**config.mk**
```make
export PLATFORM = sky130hd
export DESIGN_NAME = cascaded_down_timer_pwm
export DESIGN_NICKNAME = d
export VERILOG_FILES = /design/src/logic/pin_event.v /design/src/logic/cascaded_down_timer_pwm.v
export VERILOG_INCLUDE_DIRS = /design/src /design/src/pkg
export SDC_FILE = /design/constraint.sdc
export NUM_CORES = 1
export LEC_CHECK = 0
export BUFFER_PORTS_ARGS = -buffer_cell sky130_fd_sc_hd__buf_2
export CELL_PAD_IN_SITES_DETAIL_PLACEMENT = 0
export CELL_PAD_IN_SITES_GLOBAL_PLACEMENT = 1
export CORE_ASPECT_RATIO = 0.75
export CORE_UTILIZATION = 30
export DETAILED_ROUTE_END_ITERATION = 8
export PLACE_DENSITY_LB_ADDON = 0.2
export SYNTH_ARGS = -nofsm -noshare
export SYNTH_HDL_FRONTEND = slang
export SYNTH_HIERARCHICAL = 1
export SYNTH_SLANG_ARGS = --single-unit
```
**constraint.sdc**
```tcl
create_clock -name aclk -period 3.4 [get_ports aclk]
set_input_delay 0.17 -clock aclk [delete_from_list [all_inputs] [get_ports aclk]]
set_output_delay 0.17 -clock aclk [all_outputs]
set_load 0.02 [all_outputs]
```
**src/pkg/timer_consts.vh**
```
`ifndef TIMER_CONSTS_VH
`define TIMER_CONSTS_VH
`define REG_ENABLE      8'h00
`define REG_CTRL        8'h04
`define REG_RELOAD      8'h08
`define REG_COUNT       8'h0C
`define REG_THR_HIGH    8'h10
`define REG_THR_LOW     8'h14
`define REG_CASCADE     8'h18
`define REG_IRQ_STATUS  8'h1C
`define REG_IRQ_MASK    8'h20
`define REG_PIN_EDGE    8'h24
`define CTRL_SEL_LSB    0
`define CTRL_SEL_MSB    1
`define CTRL_IRQ_EN     2
`define SEL_PULSE       2'h0
`define SEL_ACTIVE      2'h1
`define SEL_PWM_EDGE    2'h2
`define SEL_PWM_CENTER  2'h3
`define CAS_SRC_LSB     0
`define CAS_SRC_MSB     4
`define CAS_MODE_LSB    8
`define CAS_MODE_MSB    10
`define CAS_OFF         3'h0
`define CAS_START       3'h1
`define CAS_STOP        3'h2
`define CAS_LEVEL_HIGH  3'h3
`define CAS_LEVEL_LOW   3'h4
`define EDGE_RISE       2'h0
`define EDGE_FALL       2'h1
`define EDGE_BOTH       2'h2
`define IRQ_ZERO        0
`define IRQ_TRIG        1
`define RESP_OKAY       2'h0
`define RESP_SLVERR     2'h2
`endif

```
**src/logic/pin_event.v**
```verilog
`include "timer_consts.vh"
module pin_event
(
    input  wire       aclk,
    input  wire       aresetn,
    input  wire       pin,
    input  wire [1:0] edge_sel,
    output wire       level,
    output reg        evt
);
    reg [2:0] sync_q;
    reg       level_q;
    wire      agree;
    wire      rise;
    wire      fall;

    assign agree = (sync_q[1] == sync_q[2]);
    assign rise  = agree && sync_q[2] && !level_q;
    assign fall  = agree && !sync_q[2] && level_q;
    assign level = level_q;

    always @(posedge aclk)
    begin
        if (!aresetn)
        begin
            sync_q  <= 3'h0;
            level_q <= 1'b0;
            evt     <= 1'b0;
        end
        else
        begin
            sync_q <= {sync_q[1:0], pin};
            if (agree)
            begin
                level_q <= sync_q[2];
            end
            case (edge_sel) // RL10
                `EDGE_RISE: evt <= rise;
                `EDGE_FALL: evt <= fall;
                default:    evt <= rise | fall;
            endcase
        end
    end
endmodule

```
**src/logic/cascaded_down_timer_pwm.v**
```verilog
// Function
// RL1: In center PWM mode the output is high while the count is below the high threshold and above the low threshold.
// RL2: On reaching zero the count reloads from the reload register and keeps counting.
// RL3: Both thresholds are software registers, so both output edges can be placed anywhere in the period.
// RL4: With selector zero the output gives a one-cycle pulse each time the count reaches zero.
// RL5: With the interrupt enable set, the zero event raises an interrupt.
// RL6: A selectable pin trigger source can start counting.
// RL7: A trigger event either starts or stops counting, as configured.
// RL8: Level gating counts only while the selected pin is high, or only while it is low.
// RL9: Any pin event can be chosen as the trigger input.
// RL10: Each pin event fires on rising, falling or both edges; only pins 0 to 15 are settable, pins 16 to 31 stay on rising.
// RL11: A debug halt does not affect the channel.
// RL12: The channel keeps running in processor wait, and its interrupt can wake the processor.
// RL13: The channel is one of many identical independent instances, each a periodic interrupt source.
// RL14: The count is a 32-bit down counter, decremented per enabled cycle and writable by software.
`include "timer_consts.vh"
module cascaded_down_timer_pwm // RL13
#(
    parameter NUM_PINS = 32
)
(
    input  wire                aclk,
    input  wire                aresetn,
    input  wire [7:0]          s_axi_awaddr,
    input  wire                s_axi_awvalid,
    output wire                s_axi_awready,
    input  wire [31:0]         s_axi_wdata,
    input  wire [3:0]          s_axi_wstrb,
    input  wire                s_axi_wvalid,
    output wire                s_axi_wready,
    output reg  [1:0]          s_axi_bresp,
    output reg                 s_axi_bvalid,
    input  wire                s_axi_bready,
    input  wire [7:0]          s_axi_araddr,
    input  wire                s_axi_arvalid,
    output wire                s_axi_arready,
    output reg  [31:0]         s_axi_rdata,
    output reg  [1:0]          s_axi_rresp,
    output reg                 s_axi_rvalid,
    input  wire                s_axi_rready,
    input  wire [NUM_PINS-1:0] port_pins,
    input  wire                cpu_halted,
    input  wire                cpu_waiting,
    output reg                 status_out,
    output wire                irq,
    output wire                wake_req
);
    reg  [31:0]         enable_q;
    reg  [31:0]         ctrl_q;
    reg  [31:0]         reload_q;
    reg  [31:0]         count_q;
    reg  [31:0]         thr_high_q;
    reg  [31:0]         thr_low_q;
    reg  [31:0]         cascade_q;
    reg  [1:0]          irq_status_q;
    reg  [1:0]          irq_mask_q;
    reg  [2*NUM_PINS-1:0] pin_edge_q;
    reg  [7:0]          awaddr_q;
    reg                 aw_held_q;
    reg  [31:0]         wdata_q;
    reg  [3:0]          wstrb_q;
    reg                 w_held_q;
    reg                 run_q;
    reg  [31:0]         rd_d;
    reg                 rd_ok;
    reg                 wr_ok;
    reg  [31:0]         wmask;
    wire [NUM_PINS-1:0] pin_lvl;
    wire [NUM_PINS-1:0] pin_evt;
    wire [4:0]          cas_src;
    wire [2:0]          cas_mode;
    wire                trig_evt;
    wire                trig_lvl;
    wire                count_ok;
    wire                at_zero;
    wire                do_write;
    wire [1:0]          status_sel;
    wire                zero_evt;
    integer             i;

    genvar g;
    generate
        for (g = 0; g < NUM_PINS; g = g + 1)
        begin : pins
            pin_event u_evt
            (
                .aclk     (aclk),
                .aresetn  (aresetn),
                .pin      (port_pins[g]),
                .edge_sel (pin_edge_q[2*g+1:2*g]), // RL10
                .level    (pin_lvl[g]),
                .evt      (pin_evt[g])
            );
        end
    endgenerate

    assign cas_src    = cascade_q[`CAS_SRC_MSB:`CAS_SRC_LSB];
    assign cas_mode   = cascade_q[`CAS_MODE_MSB:`CAS_MODE_LSB];
    assign trig_evt   = pin_evt[cas_src]; // RL9
    assign trig_lvl   = pin_lvl[cas_src];
    assign status_sel = ctrl_q[`CTRL_SEL_MSB:`CTRL_SEL_LSB];
    assign count_ok   = enable_q[0] && run_q &&
                        !((cas_mode == `CAS_LEVEL_HIGH) && !trig_lvl) &&
                        !((cas_mode == `CAS_LEVEL_LOW) && trig_lvl); // RL8
    assign at_zero    = (count_q == 32'h0);
    assign zero_evt   = count_ok && at_zero;
    assign do_write   = aw_held_q && w_held_q && !s_axi_bvalid;
    assign s_axi_awready = !aw_held_q;
    assign s_axi_wready  = !w_held_q;
    assign s_axi_arready = !s_axi_rvalid;
    assign irq        = |(irq_status_q & irq_mask_q);
    assign wake_req   = irq; // RL12

    always @*
    begin
        wmask = 32'h0;
        for (i = 0; i < 4; i = i + 1)
        begin
            wmask[8*i +: 8] = {8{wstrb_q[i]}};
        end
        wr_ok = 1'b1;
        case (awaddr_q)
            `REG_ENABLE, `REG_CTRL, `REG_RELOAD, `REG_COUNT, `REG_THR_HIGH,
            `REG_THR_LOW, `REG_CASCADE, `REG_IRQ_STATUS, `REG_IRQ_MASK,
            `REG_PIN_EDGE: wr_ok = 1'b1;
            default:       wr_ok = 1'b0;
        endcase
        rd_ok = 1'b1;
        rd_d  = 32'h0;
        case (s_axi_araddr)
            `REG_ENABLE:     rd_d = {31'h0, enable_q[0]};
            `REG_CTRL:       rd_d = {29'h0, ctrl_q[2:0]};
            `REG_RELOAD:     rd_d = reload_q;
            `REG_COUNT:      rd_d = count_q;
            `REG_THR_HIGH:   rd_d = thr_high_q;
            `REG_THR_LOW:    rd_d = thr_low_q;
            `REG_CASCADE:    rd_d = {21'h0, cascade_q[10:8], 3'h0, cascade_q[4:0]};
            `REG_IRQ_STATUS: rd_d = {30'h0, irq_status_q};
            `REG_IRQ_MASK:   rd_d = {30'h0, irq_mask_q};
            `REG_PIN_EDGE:   rd_d = pin_edge_q[31:0];
            default:         rd_ok = 1'b0;
        endcase
    end

    always @(posedge aclk)
    begin
        if (!aresetn)
        begin
            aw_held_q    <= 1'b0;
            w_held_q     <= 1'b0;
            awaddr_q     <= 8'h0;
            wdata_q      <= 32'h0;
            wstrb_q      <= 4'h0;
            s_axi_bvalid <= 1'b0;
            s_axi_bresp  <= `RESP_OKAY;
            s_axi_rvalid <= 1'b0;
            s_axi_rresp  <= `RESP_OKAY;
            s_axi_rdata  <= 32'h0;
        end
        else
        begin
            if (s_axi_awvalid && !aw_held_q)
            begin
                aw_held_q <= 1'b1;
                awaddr_q  <= {s_axi_awaddr[7:2], 2'h0};
            end
            if (s_axi_wvalid && !w_held_q)
            begin
                w_held_q <= 1'b1;
                wdata_q  <= s_axi_wdata;
                wstrb_q  <= s_axi_wstrb;
            end
            if (do_write)
            begin
                s_axi_bvalid <= 1'b1;
                s_axi_bresp  <= wr_ok ? `RESP_OKAY : `RESP_SLVERR;
            end
            else if (s_axi_bvalid && s_axi_bready)
            begin
                s_axi_bvalid <= 1'b0;
                aw_held_q    <= 1'b0;
                w_held_q     <= 1'b0;
            end
            if (s_axi_arvalid && !s_axi_rvalid)
            begin
                s_axi_rvalid <= 1'b1;
                s_axi_rdata  <= rd_ok ? rd_d : 32'h0;
                s_axi_rresp  <= rd_ok ? `RESP_OKAY : `RESP_SLVERR;
            end
            else if (s_axi_rvalid && s_axi_rready)
            begin
                s_axi_rvalid <= 1'b0;
            end
        end
    end

    // Register writes; the counter and its run state share this process.
    always @(posedge aclk)
    begin
        if (!aresetn)
        begin
            enable_q     <= 32'h0;
            ctrl_q       <= 32'h0;
            reload_q     <= 32'h0;
            count_q      <= 32'h0;
            thr_high_q   <= 32'h0;
            thr_low_q    <= 32'h0;
            cascade_q    <= 32'h0;
            irq_status_q <= 2'h0;
            irq_mask_q   <= 2'h0;
            pin_edge_q   <= {(2*NUM_PINS){1'b0}};
            run_q        <= 1'b1;
            status_out   <= 1'b0;
        end
        else
        begin
            // Trigger handling: start mode waits for an event, stop mode halts on one.
            if (cas_mode == `CAS_START)
            begin
                if (trig_evt)
                begin
                    run_q <= 1'b1; // RL6 RL7
                end
            end
            else if (cas_mode == `CAS_STOP)
            begin
                if (trig_evt)
                begin
                    run_q <= 1'b0; // RL7
                end
            end
            else
            begin
                run_q <= 1'b1;
            end
            // Counting ignores cpu_halted and cpu_waiting entirely.
            if (count_ok) // RL11
            begin
                if (at_zero)
                begin
                    count_q <= reload_q; // RL2
                end
                else
                begin
                    count_q <= count_q - 32'h1; // RL14
                end
            end
            // Set beats clear on the sticky status bits.
            irq_status_q <= (irq_status_q &
                             ~((do_write && awaddr_q == `REG_IRQ_STATUS) ? wdata_q[1:0] : 2'h0))
                            | {count_ok && trig_evt, zero_evt && ctrl_q[`CTRL_IRQ_EN]}; // RL5
            case (status_sel)
                `SEL_PULSE:      status_out <= zero_evt; // RL4
                `SEL_ACTIVE:     status_out <= count_ok;
                `SEL_PWM_EDGE:   status_out <= (count_q < thr_high_q);
                `SEL_PWM_CENTER: status_out <= (count_q < thr_high_q) && (count_q > thr_low_q); // RL1
                default:         status_out <= 1'b0;
            endcase
            if (do_write)
            begin
                case (awaddr_q)
                    `REG_ENABLE:   enable_q   <= (enable_q & ~wmask) | (wdata_q & wmask & 32'h1);
                    `REG_CTRL:     ctrl_q     <= (ctrl_q & ~wmask) | (wdata_q & wmask & 32'h7);
                    `REG_RELOAD:   reload_q   <= (reload_q & ~wmask) | (wdata_q & wmask);
                    `REG_COUNT:    count_q    <= (count_q & ~wmask) | (wdata_q & wmask); // RL14
                    `REG_THR_HIGH: thr_high_q <= (thr_high_q & ~wmask) | (wdata_q & wmask); // RL3
                    `REG_THR_LOW:  thr_low_q  <= (thr_low_q & ~wmask) | (wdata_q & wmask); // RL3
                    `REG_CASCADE:
                    begin
                        cascade_q <= (cascade_q & ~wmask) | (wdata_q & wmask & 32'h071F);
                        run_q     <= (wdata_q[`CAS_MODE_MSB:`CAS_MODE_LSB] != `CAS_START);
                    end
                    `REG_IRQ_MASK: irq_mask_q <= wdata_q[1:0];
                    `REG_PIN_EDGE: pin_edge_q[31:0] <= (pin_edge_q[31:0] & ~wmask) | (wdata_q & wmask);
                    default:       enable_q <= enable_q;
                endcase
            end
        end
    end
endmodule

```
# Word-level counts from Yosys, hierarchy flattened
# Index checks and enable logic that the tools add are counted.
dict set report word_totals {
  reg_bits 504
  input_bits 93
  output_inout_bits 44
  wordCells 483
}
dict set report op_classes {
  addsub 1
  order_cmp 3
  n_eq_ne 74
  mux 48
  bitwise_logic 38
  n_reduce_logical 201
}
# cell count
set ops {}
lappend ops {{$pmux W32 S10} 1}
lappend ops {{$and A32 B32 Y32} 9}
lappend ops {{$mux W32} 5}
lappend ops {{$or A32 B32 Y32} 5}
lappend ops {{$logic_and A1 B1 Y1} 113}
lappend ops {{$logic_not A1 Y1} 55}
lappend ops {{$eq A2 B1 Y1 const B} 17}
lappend ops {{$logic_not A2 Y1} 17}
lappend ops {{$eq A1 B1 Y1} 32}
lappend ops {{$eq A8 B5 Y1 const B} 4}
lappend ops {{$gt A32 B32 Y1} 1}
lappend ops {{$logic_not A32 Y1} 1}
lappend ops {{$lt A32 B32 Y1} 1}
lappend ops {{$not A32 Y32} 1}
lappend ops {{$or A32 B1 Y32} 1}
lappend ops {{$or A32 B11 Y32} 1}
lappend ops {{$or A32 B3 Y32} 1}
lappend ops {{$pmux W1 S2} 16}
lappend ops {{$sub A32 B1 Y32 const B} 1}
lappend ops {{$eq A6 B3 Y1 const B} 4}
lappend ops {{$mux W1} 20}
lappend ops {{$reduce_or A10 Y1} 2}
lappend ops {{$eq A8 B4 Y1 const B} 2}
lappend ops {{$eq A8 B6 Y1 const B} 2}
lappend ops {{21 further kinds} 53}

# Longest topological paths before layout
# Gate-level depths: netlist (run 1).
dict set report logic_depth {
  depth_word 10
  ltp_mapped 11
  depth_no_buf 10
}

# Modules after synthesis
# Netlist (run 1), hierarchy kept.
# module instances cells_each area_each_um2 seq_area_each_um2
set modules_own_cells {}
lappend modules_own_cells {cascaded_down_timer_pwm 1 1763 13804.5 5165.0}
lappend modules_own_cells {pin_event 32 18 196.4 100.1}

# Worst setup path after synthesis (run 1)
# OpenSTA, ideal clock, no wires.
dict set report synth_timing {
  kind {reg-to-reg}
  start {reg (tool-made name)}
  end {reg (tool-made name)}
  setup_time_ns 0.122
  t_arrival_ns 2.669
  required_ns 3.278
  setup_slack_ns 0.609
  path_stages_with_launch 9
  synth_period_minus_slack_ns 2.791
  path_cell_list {dfxtp_1 > buf_6 > or4_4 > or3_4 > or4_4 > or2_1 > buf_6 > o211a_1 > o311a_1}
}

==> metrics.md, run 1 <==
| Metric | Value |
|---|---|
| GRT overflow | 0 |
| Power Total | 10900 uW |
| Final Cycle Share | 0.885 |
| Int Pwr | 8320 uW |
| Hold wc startpoint | s_axi_araddr[4] |
| Total CTS buffers | 47 |
| Resized cells post-CTS | 0 |
| GRT Util Overall | 0.196 |
| Final min period | 3.01 ns |
| DIE HEIGHT | 226 um |
| Vias/cell | 5.04 |
| Most common cell in the netlist | dfxtp_1 |
| Max-cap viol count | 0 |
| Cells after synthesis | 2339 |
| Hold endpoint | s_axi_rdata[0] |
| Clk_lat worst skew | 0.58 ns |
| Comb power frac | 0.056 |
| Post-CTS setup buffer count | 0 |
| TritonCTS clock tree | built |
| # rows | 81 |
| FF-to-FF setup slack | 0.39 ns |
| Initial antenna violation count | 3 |
| CP Cell Sequence | nor4_1 > nand3_1 > or3b_2 > or4_1 > o211a_1 > o311a_1 |
| Area leader, netlist | dfxtp_1 |
| Clk_skew | 0.0162 ns |
| Chip width | 301 um |
| First-pass DRT Iterations | 6 |
| Reg2Reg Depth | 6 |
| Switching share of total power | 0.237 |
| Drt initial violations | 1390 |
| Placer Congestion | 0.913 |
| I/O Pins | 137 |
| Initial core utilization | 0.306 |
| Total number of vias | 17600 |
| Worst slew pin tran | 0.927 ns |
| Area Growth Syn to Fin | 21.7% |
| Hold Path Cell Cnt | 6 |
| Final setup fails | 0 |
| Synth unique cells | 75 |
| Reg power frac | 0.468 |
| Clock transition at path regs | 0.06 ns |
| Fin. Hold Viols | 0 |
| Hold buffer count at cts | 83 |
| Critical path arrival | 3.48 ns |
| Vias in the first global route | 17200 |
| Power Dens Cells | 446 nW/um2 |
| Pin count of the biggest net entering global routing | 106 |
| Synth top cells by count | 418 x dfxtp_1, 274 x nand2_1, 245 x a21oi_1 |
| Max frequency | 332 MHz |
| Final antenna-violating net count | 0 |
| Clock network fraction of design power | 0.476 |
| Number of synthesized flops with an enable pin | 0 |
| Lkg Pwr | 0.00920 uW |
| Ratio of cells with drive above 1 in the final layout | 0.120 |
| Clk buf depth | 3 |
| Total Wirelength | 66.5 mm |
| Setup CP Type | register to register |
| Slew Limit Fails | 0 |
| Relative slew slack | 0.382 |
| Synth Register Bits | 418 |
| Unrepaired setup endpoints after global routing | false |
| Net switching power | 2580 uW |
| Seq/Total Area, Yosys | 0.417 |
| Die area | 68000 um2 |
| Area share of the largest cell type after synthesis | 0.417 |
| Global-route wire length before repair | 103 mm |
| Syn Std Cell Area | 20100 um2 |
| Slowest-stage cell, CP | or4_1 |
| I/O Buffers | 130 |
| Post-DR wirelength/cell | 19.0 um |
| Ys flop type | dfxtp_1 |
| Setup crit start kind | register |
| Worst Path Max Fanout | 8 |
| Max H-tree Level | 2 |
| Critical Path RT | 3.87 ns |
| NumNets Final | 2821 |
| Worst Setup End Kind | register |
| Peak supply drop | 0.000275 V |
| Synth Warn # | 6 |
| Ranking of synthesized cells by area | dfxtp_1 42%, ha_1 8.0%, a21oi_1 6.1% |
| Synth Area per Inst | 8.59 um2 |
| Total negative slack | 0 ns |
| DP HPWL | 47.4 mm |
| Outcome | complete, no violations |
| Clk sinks | 418 |
| CTS Root Cell | clkbuf_16 |
| Core Footprint | 65700 um2 |
| CP max stage delay | 0.65 ns |
| Async SR Flop Fraction | 0 |
| Hold Path Class | input port to register |
| DRC viols | 0 |
==> metal layers <==
metal,vias to the layer above,global-route usage,part of all wire
met1,8454,0.296,0.51
met2,487,0.284,0.41
met4,0,0.0467,0.019
met3,76,0.0328,0.059
li1,8628,-,-
met5,-,0,0
==> worst max-delay path by stage <==
| stage | startpoint | endpoint | cells past startpoint |
|---|---|---|---|
| 2_1_floorplan | register | register | 8 |
| 3_3_place_gp | register | register | 8 |
| 3_5_place_dp | register | register | 8 |
| 4_1_cts | register | register | 8 |
| 5_1_grt | register | register | 8 |
| 6_report | register | register | 6 |
==> cells in the final DEF, fill, tap and decap left out, types with 6 or more instances in the layout <==
cell             n
nand3_1        150
a31oi_1          9
mux2_2          28
a221oi_1        12
nor2_1          94
or3_1            8
a21oi_1        245
o21a_1           6
nand3b_1        36
xnor2_1          7
and2_1         100
a22oi_1         58
nand2b_1        41
buf_4           58
clkbuf_1        13
ha_1           128
dlygate4sd3_1   83
conb_1          66
dfxtp_1        418
mux4_2           8
nor4_1           7
inv_1          148
a21o_1          19
nand4_1         12
a21boi_1        32
a211oi_1        19
a222oi_1         8
buf_2          129
and3_1          13
nor3_1          33
o21ai_0         58
nand2_1        274
clkbuf_16       49
nor2b_1         41
mux2i_1         80
clkbuf_8        10
o211ai_1        37
==> metrics by stage <==
stage,worst slack (ns),std cells,area (um2),utilization,hold slack (ns)
3_5_place_dp,0.429,3339,22100,0.336,0.361
4_1_cts,0.403,3502,24400,0.372,0.201
6_report,0.390,3503,24500,0.372,0.257
5_1_grt,0.276,3502,24400,0.372,0.271
3_3_place_gp,0.451,3339,22100,0.336,0.355
2_1_floorplan,0.609,2404,20300,-,0.269
==> final cells by class <==
class	count	area [um2]
clock buffer	72	1410
multi-input combinational	1710	10900
antenna	1	2.50
sequential	418	8370
tap	871	1090
inverter	149	564
fill	6789	41200
clock inverter	8	121
timing repair buffer	274	1980
==> critical path: cells and delay by family (launching register included) <==
family,cells,cell delay [ns]
compound gates,2,0.62
flops,1,0.38
simple gates,4,1.89
==> power groups by stage <==
| stage | logic, uW | registers [uW] | clock network [uW] |
|---|---|---|---|
| floorplan | 348 | 5150 | 0 |
| global placement | 536 | 5200 | 0 |
| detailed placement | 545 | 5210 | 0 |
| CTS | 621 | 5100 | 5350 |
| global route | 689 | 5110 | 5530 |
| finish | 615 | 5100 | 5190 |
==> cells by family (layout without fill, tap and decap cells) <==
family          count (synthesis)  count (layout)  synth area share
simple gates                  835             835             0.207
compound gates                557             557             0.175
flops                         418             418             0.417
buf+inv                       276             503            0.0542
fa+ha+maj                     128             128            0.0797
mux                           116             116            0.0645
xor+xnor                        8               8           0.00349
other cells                     1              67          0.000187
Power figures use the tool's default switching activity.
==> run 2: changes to the inputs <==
Settings changed: BUFFER_PORTS_ARGS -buffer_cell sky130_fd_sc_hd__buf_2 to not set, DONT_BUFFER_PORTS set to 1, RECOVER_POWER set to 100.
==> metrics.md, run 2 (synthesis results as in run 1) <==
| Metric | Value |
|---|---|
| DP Cell Count | 3212 |
| Footprint of the multi-input gates | 10900 um2 |
| I/O Buffers | 0 |
| CP delay by family, top | simple AND/OR/NAND/NOR gates |
| DP HPWL | 47.3 mm |
| Power Dens Cells | 471 nW/um2 |
| Area Growth Syn to Fin | 19.9% |
| Total number of vias | 17200 |
| Global-route wire length before repair | 104 mm |
| Critical Path RT | 3.91 ns |
| Total CTS buffers | 48 |
| Chip width | 301 um |
| Final antenna-violating net count | 0 |
| Clk_skew | 0.0413 ns |
| Clk buf depth | 3 |
| Initial antenna violation count | 1 |
| CP max stage delay | 0.59 ns |
| Slew Limit Fails | 37 |
| Slowest-stage cell, CP | or4_4 |
| Worst slew pin tran | 1.82 ns |
| Max-cap viol count | 1 |
| Post-CTS setup buffer count | 0 |
| DRC viols | 0 |
| Placer Congestion | 0.898 |
| Relative slew slack | -0.217 |
| Drt initial violations | 1341 |
| CP Cell Sequence | or4_1 > or3_4 > or4_4 > or2_1 > clkbuf_2 > nand3_1 > o21ai_0 > a211oi_2 |
| Vias/cell | 5.06 |
| FF-to-FF setup slack | 0.28 ns |
| Peak supply drop | 0.000316 V |
| Lkg Pwr | 0.00874 uW |
| Hold endpoint | s_axi_rdata[3] |
| DIE HEIGHT | 226 um |
| Final instance area | 24100 um2 |
| Setup crit start kind | register |
| Failing checks | capacitance limit, slew limit |
| Unrepaired setup endpoints after global routing | false |
| Final non-filler cell total | 3395 |
| Final setup fails | 0 |
| Max H-tree Level | 2 |
| Pin count of the biggest net entering global routing | 185 |
| Fin. Hold Viols | 0 |
| First-pass DRT Iterations | 6 |
| Clock transition at path regs | 0.06 ns |
| Reg2Reg Depth | 8 |
| TritonCTS clock tree | built |
| Final Cycle Share | 0.919 |
| CTS Root Cell | clkbuf_16 |
| Ratio of cells with drive above 1 in the final layout | 0.0773 |
| Core Util, Final | 0.367 |
| Register area | 8370 um2 |
| Filler cells | 6764 |
| Vias in the first global route | 16800 |
| Highest-count cells in the layout ignoring fill and taps | 418 x dfxtp_1, 274 x nand2_1, 246 x a21oi_1 |
| Resized cells post-CTS | 0 |
| Hold Path Cell Cnt | 4 |
| Final min period | 3.12 ns |
| Clk_lat worst skew | 0.60 ns |
| Placed inst area | 21500 um2 |
| GRT overflow | 0 |
| Clk sinks | 418 |
| Critical path arrival | 3.64 ns |
| Die area | 68000 um2 |
| # rows | 81 |
| Commonest non-fill, non-tap cell in the layout | dfxtp_1 |
| I/O Pins | 137 |
| Total Wirelength | 67.4 mm |
| Worst Setup End Kind | register |
| Post-DR wirelength/cell | 19.9 um |
| GRT Util Overall | 0.199 |
| NumNets Final | 2707 |
| Initial core utilization | 0.306 |
| CP Buf/Inv Count | 1 |
| Hold buffer count at cts | 95 |
| Worst Path Max Fanout | 10 |
| Hold wc startpoint | s_axi_araddr[2] |
| Hold Path Class | input port to register |
| Setup CP Type | register to register |
| Max frequency | 320 MHz |
| Outcome | finished with violations |
| Total negative slack | 0 ns |
| Core Footprint | 65700 um2 |
==> run 2: metrics by stage <==
stage | setup WS (ns) | hold slack [ns] | total power (uW)
2_1_floorplan | 0.609 | 0.269 | 5500
3_3_place_gp | 0.422 | 0.273 | 5630
3_5_place_dp | 0.385 | 0.274 | 5650
4_1_cts | 0.359 | 0.00775 | 11500
5_1_grt | 0.0921 | 0.0714 | 11800
6_report | 0.276 | 0.0632 | 11300
==> run 2: cell type report <==
class,instances,share of cell area
antenna,2,0.000208
clock inverter,20,0.0131
tap,871,0.0453
multi-input combinational,1710,0.452
clock buffer,66,0.0586
timing repair buffer,159,0.0599
inverter,149,0.0234
sequential,418,0.348
==> run 2: worst max path at each step <==
stage              from       end  slack [ns]  cells past startpoint
2_1_floorplan  register  register        0.61                      8
3_3_place_gp   register  register        0.42                      8
3_5_place_dp   register  register        0.38                      8
4_1_cts        register  register        0.36                      8
5_1_grt        register  register        0.09                      8
6_report       register  register        0.28                      8
==> run 2: tightest hold or removal path, stage by stage <==
cell and delay, ns:
o21ai_0 0.16, a31oi_1 0.04, a2bb2oi_1 0.13, nor2_1 0.07
==> run 2: report_power, final <==
part	switching (uW)	total (uW)	internal, uW	leakage [uW]
Clock	2190	5680	3500	0.000857
Combinational	318	548	230	0.00449
Sequential	122	5110	4990	0.00339
Total	2630	11300	8720	0.00874
==> run 2: routing by layer <==
metal	GRT usage	vias up	part of all wire
met5	0	-	0
met4	0.0486	0	0.018
met3	0.0347	70	0.063
met2	0.284	451	0.41
met1	0.303	8250	0.51
li1	-	8402	-
